File: src/sjt_pkg.sv
// Shared constants and types of the memory scan test port and its controller.
package sjt_pkg;
    // ************************************************************
    // Instruction encodings
    // ************************************************************
    localparam logic [2:0] SJT_IR_EXTEST = 3'h0;
    localparam logic [2:0] SJT_IR_IDCODE = 3'h1;
    localparam logic [2:0] SJT_IR_SAMPLEZ = 3'h2;
    localparam logic [2:0] SJT_IR_RSV3 = 3'h3;
    localparam logic [2:0] SJT_IR_SAMPLE = 3'h4;
    localparam logic [2:0] SJT_IR_RSV5 = 3'h5;
    localparam logic [2:0] SJT_IR_RSV6 = 3'h6;
    localparam logic [2:0] SJT_IR_BYPASS = 3'h7;
    localparam logic [1:0] SJT_IR_CAPTURE = 2'h1;

    // ************************************************************
    // Register sizes and reset values
    // ************************************************************
    localparam int SJT_IR_W = 3;
    localparam int SJT_ID_W = 32;
    localparam int SJT_BSR_W = 71;
    // Identification value is arbitrary; bit 0 marks the register as present.
    localparam logic [31:0] SJT_ID_VALUE = 32'h0a5c_3e71;
    localparam logic [2:0] SJT_IR_RESET = 3'h1;
    localparam int SJT_RESET_TMS_EDGES = 5;

    // ************************************************************
    // Timing: controller's test clock at most 20 MHz (50 ns period)
    // ************************************************************
    localparam int SJT_CLK_NS = 4;
    localparam int SJT_TCK_MIN_NS = 50;
    localparam int SJT_TCK_HALF_CYC = (SJT_TCK_MIN_NS / 2 + SJT_CLK_NS - 1) / SJT_CLK_NS;

    typedef enum logic [3:0] {
        SJT_TLR, SJT_RTI, SJT_SEL_DR, SJT_CAP_DR, SJT_SH_DR, SJT_EX1_DR, SJT_PA_DR,
        SJT_EX2_DR, SJT_UPD_DR, SJT_SEL_IR, SJT_CAP_IR, SJT_SH_IR, SJT_EX1_IR,
        SJT_PA_IR, SJT_EX2_IR, SJT_UPD_IR
    } sjt_state_e;

    function automatic sjt_state_e sjt_next(input sjt_state_e s, input logic tms);
        unique case (s)
            SJT_TLR: sjt_next = tms ? SJT_TLR : SJT_RTI;
            SJT_RTI: sjt_next = tms ? SJT_SEL_DR : SJT_RTI;
            SJT_SEL_DR: sjt_next = tms ? SJT_SEL_IR : SJT_CAP_DR;
            SJT_CAP_DR: sjt_next = tms ? SJT_EX1_DR : SJT_SH_DR;
            SJT_SH_DR: sjt_next = tms ? SJT_EX1_DR : SJT_SH_DR;
            SJT_EX1_DR: sjt_next = tms ? SJT_UPD_DR : SJT_PA_DR;
            SJT_PA_DR: sjt_next = tms ? SJT_EX2_DR : SJT_PA_DR;
            SJT_EX2_DR: sjt_next = tms ? SJT_UPD_DR : SJT_SH_DR;
            SJT_UPD_DR: sjt_next = tms ? SJT_SEL_DR : SJT_RTI;
            SJT_SEL_IR: sjt_next = tms ? SJT_TLR : SJT_CAP_IR;
            SJT_CAP_IR: sjt_next = tms ? SJT_EX1_IR : SJT_SH_IR;
            SJT_SH_IR: sjt_next = tms ? SJT_EX1_IR : SJT_SH_IR;
            SJT_EX1_IR: sjt_next = tms ? SJT_UPD_IR : SJT_PA_IR;
            SJT_PA_IR: sjt_next = tms ? SJT_EX2_IR : SJT_PA_IR;
            SJT_EX2_IR: sjt_next = tms ? SJT_UPD_IR : SJT_SH_IR;
            SJT_UPD_IR: sjt_next = tms ? SJT_SEL_DR : SJT_RTI;
        endcase
    endfunction : sjt_next
endpackage : sjt_pkg

File: src/sjt_if.sv
// Scan port wires between the memory test port and the external controller.
`timescale 1ns/10ps
`default_nettype none
interface sjt_if;
    logic tck;
    logic tms;
    logic tdi;
    logic tdo;
    logic tdo_oe;
    modport dev (input tck, input tms, input tdi, output tdo, output tdo_oe);
    modport ctl (output tck, output tms, output tdi, input tdo, input tdo_oe);
endinterface : sjt_if
`default_nettype wire

File: src/sjt_tap.sv
// Memory scan test port: state machine, instruction decode and data registers.
`timescale 1ns/10ps
`default_nettype none
module sjt_tap (
    input wire logic i_clk,
    input wire logic i_reset,
    sjt_if.dev port,
    input wire logic [sjt_pkg::SJT_BSR_W-1:0] i_ring,
    output logic o_outputs_hiz,
    output logic [2:0] o_instr
);
    import sjt_pkg::*;

    // ************************************************************
    // State
    // ************************************************************
    typedef struct packed {
        logic [1:0] tck_s;
        logic tck_d;
        logic [1:0] tms_s;
        logic [1:0] tdi_s;
        sjt_state_e st;
        logic [SJT_IR_W-1:0] ir_sh;
        logic [SJT_IR_W-1:0] ir;
        logic [SJT_ID_W-1:0] id_sh;
        logic [SJT_BSR_W-1:0] bsr;
        logic byp;
        logic tdo;
        logic tdo_oe;
        logic hiz;
    } sjt_tap_s;

    sjt_tap_s s_r;
    sjt_tap_s s_nxt;

    // ************************************************************
    // Next-state logic
    // ************************************************************
    always_comb begin
        logic tck_rise;
        logic tck_fall;
        logic tms;
        logic tdi;
        logic ser;
        tck_rise = 1'b0;
        tck_fall = 1'b0;
        tms = 1'b0;
        tdi = 1'b0;
        ser = 1'b0;
        s_nxt = s_r;
        s_nxt.tck_s = {s_r.tck_s[0], port.tck};
        s_nxt.tms_s = {s_r.tms_s[0], port.tms};
        s_nxt.tdi_s = {s_r.tdi_s[0], port.tdi};
        s_nxt.tck_d = s_r.tck_s[1];
        tck_rise = s_r.tck_s[1] & ~s_r.tck_d;
        tck_fall = ~s_r.tck_s[1] & s_r.tck_d;
        tms = s_r.tms_s[1];
        tdi = s_r.tdi_s[1];
        if (tck_rise) begin
            s_nxt.st = sjt_next(s_r.st, tms);
            unique case (s_r.st)
                SJT_TLR: s_nxt.ir = SJT_IR_RESET;
                SJT_CAP_IR: s_nxt.ir_sh = {1'b0, SJT_IR_CAPTURE};
                SJT_SH_IR: s_nxt.ir_sh = {tdi, s_r.ir_sh[SJT_IR_W-1:1]};
                SJT_UPD_IR: s_nxt.ir = s_r.ir_sh;
                SJT_CAP_DR: begin
                    // The ring is only ever captured, never driven back out.
                    unique case (s_r.ir)
                        SJT_IR_IDCODE: s_nxt.id_sh = SJT_ID_VALUE;
                        SJT_IR_EXTEST, SJT_IR_SAMPLEZ, SJT_IR_SAMPLE: s_nxt.bsr = i_ring;
                        SJT_IR_BYPASS: s_nxt.byp = 1'b0;
                        SJT_IR_RSV3, SJT_IR_RSV5, SJT_IR_RSV6: s_nxt.byp = 1'b0;
                    endcase
                end
                SJT_SH_DR: begin
                    unique case (s_r.ir)
                        SJT_IR_IDCODE: s_nxt.id_sh = {tdi, s_r.id_sh[SJT_ID_W-1:1]};
                        SJT_IR_EXTEST, SJT_IR_SAMPLEZ, SJT_IR_SAMPLE:
                            s_nxt.bsr = {tdi, s_r.bsr[SJT_BSR_W-1:1]};
                        SJT_IR_BYPASS, SJT_IR_RSV3, SJT_IR_RSV5, SJT_IR_RSV6:
                            s_nxt.byp = tdi;
                    endcase
                end
                default: s_nxt.ir = s_r.ir;
            endcase
        end
        if (s_r.st == SJT_SH_IR) begin
            ser = s_r.ir_sh[0];
        end else begin
            unique case (s_r.ir)
                SJT_IR_IDCODE: ser = s_r.id_sh[0];
                SJT_IR_EXTEST, SJT_IR_SAMPLEZ, SJT_IR_SAMPLE: ser = s_r.bsr[0];
                SJT_IR_BYPASS, SJT_IR_RSV3, SJT_IR_RSV5, SJT_IR_RSV6: ser = s_r.byp;
            endcase
        end
        if (tck_fall) begin
            s_nxt.tdo = ser;
            s_nxt.tdo_oe = (s_r.st == SJT_SH_IR) || (s_r.st == SJT_SH_DR);
        end
        // Reserved codes fall back to the bypass path so the chain stays intact.
        s_nxt.hiz = (s_r.ir == SJT_IR_EXTEST) || (s_r.ir == SJT_IR_SAMPLEZ);
    end

    // ************************************************************
    // Registers
    // ************************************************************
    always_ff @(posedge i_clk or posedge i_reset) begin
        if (i_reset) begin
            s_r <= '{tck_s: 2'h0, tck_d: 1'b0, tms_s: 2'h3, tdi_s: 2'h3, st: SJT_TLR,
                     ir_sh: 3'h0, ir: SJT_IR_RESET, id_sh: 32'h0, bsr: '0, byp: 1'b0,
                     tdo: 1'b0, tdo_oe: 1'b0, hiz: 1'b0};
        end else begin
            s_r <= s_nxt;
        end
    end

    assign port.tdo = s_r.tdo;
    assign port.tdo_oe = s_r.tdo_oe;
    assign o_outputs_hiz = s_r.hiz;
    assign o_instr = s_r.ir;
endmodule : sjt_tap
`default_nettype wire

File: src/flat_wrapper.sv
// flat-port wrapper written by rule: the top's interface ports become plain ports
module sjt_tap_flat import sjt_pkg::*;
  (i_clk, i_reset, i_ring, o_outputs_hiz, o_instr, port_tck, port_tms, port_tdi, port_tdo, port_tdo_oe);
  sjt_if port_i ();
  input wire logic i_clk;
  input wire logic i_reset;
  input wire logic [sjt_pkg::SJT_BSR_W-1:0] i_ring;
  output logic o_outputs_hiz;
  output logic [2:0] o_instr;
  input wire logic [$bits(port_i.tck)-1:0] port_tck;
  input wire logic [$bits(port_i.tms)-1:0] port_tms;
  input wire logic [$bits(port_i.tdi)-1:0] port_tdi;
  output wire logic [$bits(port_i.tdo)-1:0] port_tdo;
  output wire logic [$bits(port_i.tdo_oe)-1:0] port_tdo_oe;
  assign port_i.tck = port_tck;
  assign port_i.tms = port_tms;
  assign port_i.tdi = port_tdi;
  assign port_tdo = port_i.tdo;
  assign port_tdo_oe = port_i.tdo_oe;
  sjt_tap u_core (.i_clk(i_clk), .i_reset(i_reset), .port(port_i), .i_ring(i_ring), .o_outputs_hiz(o_outputs_hiz), .o_instr(o_instr));
endmodule
File: config.mk
export PLATFORM = sky130hd
export DESIGN_NAME = sjt_tap_flat
export DESIGN_NICKNAME = d
export VERILOG_FILES = /design/src/sjt_pkg.sv /design/src/sjt_if.sv /design/src/sjt_tap.sv /design/src/flat_wrapper.sv
export SDC_FILE = /design/constraint.sdc
export NUM_CORES = 1
export LEC_CHECK = 0
export ABC_AREA = 1
export BUFFER_PORTS_ARGS = -buffer_cell sky130_fd_sc_hd__clkbuf_2
export CORE_MARGIN = 2
export CORE_UTILIZATION = 35
export CTS_CLUSTER_DIAMETER = 100
export DETAILED_ROUTE_END_ITERATION = 10
export PLACE_DENSITY_LB_ADDON = 0.1
export SYNTH_ARGS = -nofsm -noshare
export SYNTH_HDL_FRONTEND = slang
export SYNTH_SLANG_ARGS = --single-unit
File: constraint.sdc
create_clock -name i_clk -period 9.2 [get_ports i_clk]
set_input_delay 2.3 -clock i_clk [delete_from_list [all_inputs] [get_ports i_clk]]
set_output_delay 2.3 -clock i_clk [all_outputs]
set_load 0.02 [all_outputs]
# --- Word-level counts from Yosys, hierarchy flattened ---
# Cells that the tools add are included.
classes:
  n_addsub: 0
  mul: 0
  div: 0
  magnitude_cmp: 0
  eq_ne: 28
  shift: 0
  mux: 24
  bitwise_logic: 4
  reduce_logical: 17
op_table:
  columns: ["operator", "n"]
  rows:
  - ["104-bit one-hot mux with 2 select lines", 1]
  - ["71-bit 2-to-1 mux", 2]
  - ["32-bit 2-to-1 mux", 2]
  - ["4-bit one-hot mux with 12 select lines", 1]
  - ["4-bit == test (second input constant)", 8]
  - ["4-bit by 3-bit == test with 1-bit output (second input constant)", 4]
  - ["4-bit 2-to-1 mux", 4]
  - ["3-bit == test (second input constant)", 4]
  - ["3-bit one-hot mux with 2 select lines", 2]
  - ["4-bit AND reduction", 3]
  - ["4-bit by 2-bit == test with 1-bit output (second input constant)", 2]
  - ["2-bit != test (second input constant)", 4]
  - ["3-bit by 2-bit == test with 1-bit output (second input constant)", 2]
  - ["1-bit 2-to-1 mux", 6]
  - ["2-bit 2-to-1 mux", 3]
  - ["3-bit 2-to-1 mux", 2]
  - ["2-bit nonzero test", 3]
  - ["3-bit OR reduction", 2]
  - ["4-bit by 1-bit == test with 1-bit output (second input constant)", 1]
  - ["4-bit zero test", 1]
  - ["2-bit by 1-bit != test with 1-bit output (second input constant)", 2]
  - ["2-bit AND reduction", 2]
  - ["2-bit OR reduction", 2]
  - ["4-bit OR reduction", 1]
  - ["6 further kinds", 9]
word_totals:
  regBits: 124
  latch_bits: 0
  ramBits: 0
  romBits: 0
  inputBits: 76
  output_inout_bits: 6
  elab_cells: 86
  mem_count: 0

# --- Longest topological paths before layout ---
depth:
  depth_word: 4
  ltp_mapped: 13
  depth_no_buf: 10

# --- Least setup slack after synthesis ---
# Ideal clock, no wire load.
synth_path:
  path_type: "flip-flop to output port"
  startpoint: "reg u_core.s_r, in the netlist u_core.o_instr[0]"
  endpoint: "out o_instr[0]"
  arrival_time_ns: 0.706
  required_time_ns: 6.900
  setup_slack_ns: 6.194
  path_stages_with_launch: 2
  n_path_buf: 1
  cell_sequence: "dfstp_2 buf_4"
synth_rtl:
  columns: ["item", "line", "text"]
  rows:
  - ["from (decl)", "sjt_tap.sv:33", "sjt_tap_s s_r;"]
  - ["from (signal assigned)", "sjt_tap.sv:109", "s_r <= '{tck_s: 2'h0, tck_d: 1'b0, tms_s: 2'h3, tdi_s: 2'h3, st: SJT_TLR,"]
  - ["from (signal assigned)", "sjt_tap.sv:113", "s_r <= s_nxt;"]
  - ["to (decl)", "flat_wrapper.sv:9", "output logic [2:0] o_instr;"]
# No word-level cell between the ends.

# --- Final worst setup path ---
layout_path:
  startpoint: "reg u_core.s_r, in the netlist u_core.o_instr[0]"
  endpoint: "out o_instr[0]"
# No word-level cell between the ends.

==> out/qor.tcl <==
set qor(highest_attainable_clock_frequency_mhz) 286
set qor(cts_hold_buf) 0
set qor(via_count) 4894
set qor(synthesis.nets) 819
set qor(initial_util_pct) 36.0
set qor(crit_path_end_kind) {output port}
set qor(gr-total-overflow) 0
set qor(cp_max_fo) 8
set qor(num_antenna_cells) 0
set qor(synth-async-reset-ratio_pct) 100
set qor(initialDrtViolationCount) 367
set qor(nets) 876
set qor(globalRouteMet2Util_pct) 23.2
set qor(cp_slowest_cell) {dfstp_2}
set qor(hpwl_after_detailed_placement_mm) 8.09
set qor(timing.setup.tns_ns) 0
set qor(period_share_pct) 38.0
set qor(postSynthRegisterBits) 124
set qor(synth-seq-area-share_pct) 51.7
set qor(clock_skew_ns) 0.00787
set qor(ys_top_cells_by_area) {dfrtp_1 (49%), nand2_1 (13%), o21ai_0 (11%)}
set qor(cts_buffers) 17
set qor(hold_path.class) {register to register}
set qor(synthesis.yosys.warnings) 0
set qor(die-height_um) 135
set qor(grt_util_met1_pct) 20.1
set qor(fin_crit_ns) 3.50
set qor(largest_net_degree_at_the_start_of_global_routing) 104
set qor(io_buffer_count) 81
set qor(cts_root_buf) {clkbuf_16}
set qor(area.growth.synth_to_final_pct) 17.0
set qor(clk_latency_ns) 0.41
set qor(gp_congestion) 0.783
set qor(fin_total_pwr_uw) 1790
set qor(postRouteWirelength_mm) 12.8
set qor(layout-drive-gt1-share_pct) 20.3
set qor(cts_tree) {done}
set qor(reg2reg_setup_slack_ns) 5.84
set qor(wire_length_of_the_first_global_routing_pass_mm) 21.8
set qor(gr-usage-all-layers_pct) 14.9
set qor(maximum_clock_insertion_buffer_count) 2
set qor(synth_top_flop_cell) {dfrtp_1}
set qor(power.leakage_uw) 0.00365
set qor(synth.avg_cell_area_um2) 8.10
set qor(floorplan.core_area_um2) 16700
set qor(clk_pin_slew_worst_paths_ns) 0.06
set qor(netlist_area_um2) 6020
set qor(antenna_violations_before_repair) 0
set qor(synthDistinctLibCells) 31
set qor(cts-htree-levels) 4
set qor(post_cts_buffers) 0
set qor(die_wd_um) 135
set qor(slowest_delay_ns) 0.60
set qor(grt_pass1_vias) 4643
set qor(maxCapViolCount) 0
set qor(avgViaCountPerCell) 4.74
set qor(boundaryPins) 82
set qor(slew_headroom_pct) 20.4
set qor(status) {completed}
set qor(remaining_drc_errors) 0
set qor(post_cts.resized_instances) 0
set qor(post-synth-top-area-fraction_pct) 49.5
set qor(netlist.top_cell.by_area) {dfrtp_1}
set qor(unrepaired_setup_endpoints_after_global_routing) {no}
set qor(antenna_left) 0
set qor(critical_path.cell_chain) {clkbuf_2}
set qor(std_cell_rows) 47
set qor(cts.sink_count) 124
set qor(route.detailed.wl_per_inst_um) 12.4
set qor(cp.required_ns) 6.90
set qor(drt_first_pass_iters) 4
set qor(pwr_density_cell_nw_per_um2) 254
set qor(globalRoute.busiestLayer) {met2}
set qor(max_slew.worst_pin.slew_ns) 1.19
set qor(hold_viol_final) 0
set qor(irDropWorstVdd_v) 0.000149
set qor(worst-path-buf-inv) 1
set qor(fp.dieArea_um2) 18300
set qor(worstSetupPathType) {register to output port}
set qor(finalMaxSlewViolations) 0
set qor(synthesis.instances) 743
set qor(fin_worst_hold_slack_ns) 0.354
set qor(synth_most_common_cell) {nand2_1}
set qor(crit_path_start_kind) {register}
set qor(worstSetupPathDepth) 1
set qor(synth_commonest_cells) {nand2_1 (205), o21ai_0 (131), dfrtp_1 (119)}
set qor(critical_path_arrival_ns) 1.20
set qor(setup_viol) 0
set qor(synth-edff-count) 0
set qor(reg2reg_depth) 10
set qor(globalRouteMet3Util_pct) 3.70
set qor(timing.critical_path.max_delay_family) {flip-flops}
set qor(worst_hold_path.num_cells) 0
-- routing by layer --
metal,up-vias,routed length (um)
li1,2488,-
met1,2286,6250
met2,103,5770
met3,17,572
met4,0,254
met5,-,0
-- path summary, 6_finish.rpt --
| path | from | end |
|---|---|---|
| min in group asynchronous | i_reset | u_core.s_r[41]$_DFFE_PP0P_ |
| max | u_core.o_instr[0]$_DFFE_PP1P_ | o_instr[0] |
| min | u_core.s_nxt[123]$_DFF_PP0_ | u_core.s_nxt[121]$_DFF_PP0_ |
| min reg2reg | u_core.s_nxt[123]$_DFF_PP0_ | u_core.s_nxt[121]$_DFF_PP0_ |
| max reg2reg | u_core.s_r[113]$_DFFE_PP0P_ | u_core.s_r[67]$_DFFE_PP0P_ |
| max in group asynchronous | i_reset | u_core.s_r[77]$_DFFE_PP0P_ |
-- metrics by stage --
stage / instance area [um2] / utilization, % / setup WS, ns / instances
after detailed placement: 6430 / 38.5 / 5.24 / 1001
after floorplan: 6020 / - / 3.61 / 743
after global placement: 6430 / 38.5 / 5.30 / 1001
final: 7050 / 42.2 / 5.70 / 1033
after CTS: 7050 / 42.2 / 5.68 / 1033
after global routing: 7050 / 42.2 / 5.49 / 1033
-- area by class of cell --
class / count / area [um2]
Multi-Input combinational cell: 483 / 2270
Clock inverter: 13 / 164
Sequential cell: 124 / 3110
Clock buffer: 19 / 453
Fill cell: 1724 / 9660
Inverter: 90 / 344
Tap cell: 220 / 275
Timing Repair Buffer: 84 / 428
-- cell families after synthesis --
logic type,count (synthesis),synth area share [%]
buffers and inverters,136,10.7
AOI/OAI and AO/OA,213,19.2
DFF,124,51.7
and+or+nand+nor,270,18.5
-- sequential cells by signal, indices dropped and copies added (netlist names) --
signal,flops
u_core.port.tdo,1
u_core.port.tdo_oe,1
u_core.o_instr,3
u_core.o_outputs_hiz,1
u_core.s_nxt,4
u_core.s_r,114
-- where the power goes --
part,leakage (uW),switching [uW],internal [uW],total [uW]
Clock,0.000288,250,441,692
Sequential,0.00132,52.1,665,717
Combinational,0.00204,248,130,378
Total,0.00365,550,1240,1790
-- layout by cell type, fill, tap and decap left out --
cell	Yosys	layout
nand2_2	15	14
nand3_1	27	27
nor2_2	2	2
clkinv_1	1	1
o22a_1	1	1
clkinv_2	1	3
clkbuf_2	0	81
inv_2	2	2
nand4_1	2	2
nor3_1	1	1
o21ai_0	131	131
clkinvlp_4	0	5
o21a_1	2	2
inv_4	1	2
o21ai_2	20	20
nand2_4	1	2
o21bai_1	1	1
clkbuf_8	0	2
o21ai_1	49	49
nor2_4	1	1
a31oi_1	1	1
clkbuf_16	0	17
o22ai_1	2	2
buf_4	3	3
inv_6	0	3
bufinv_16	0	3
dfrtp_1	119	119
inv_1	85	84
nor2_1	16	16
dfstp_2	5	5
nand2_1	205	205
a21oi_1	6	6
(Power assumes the default switching activity.)
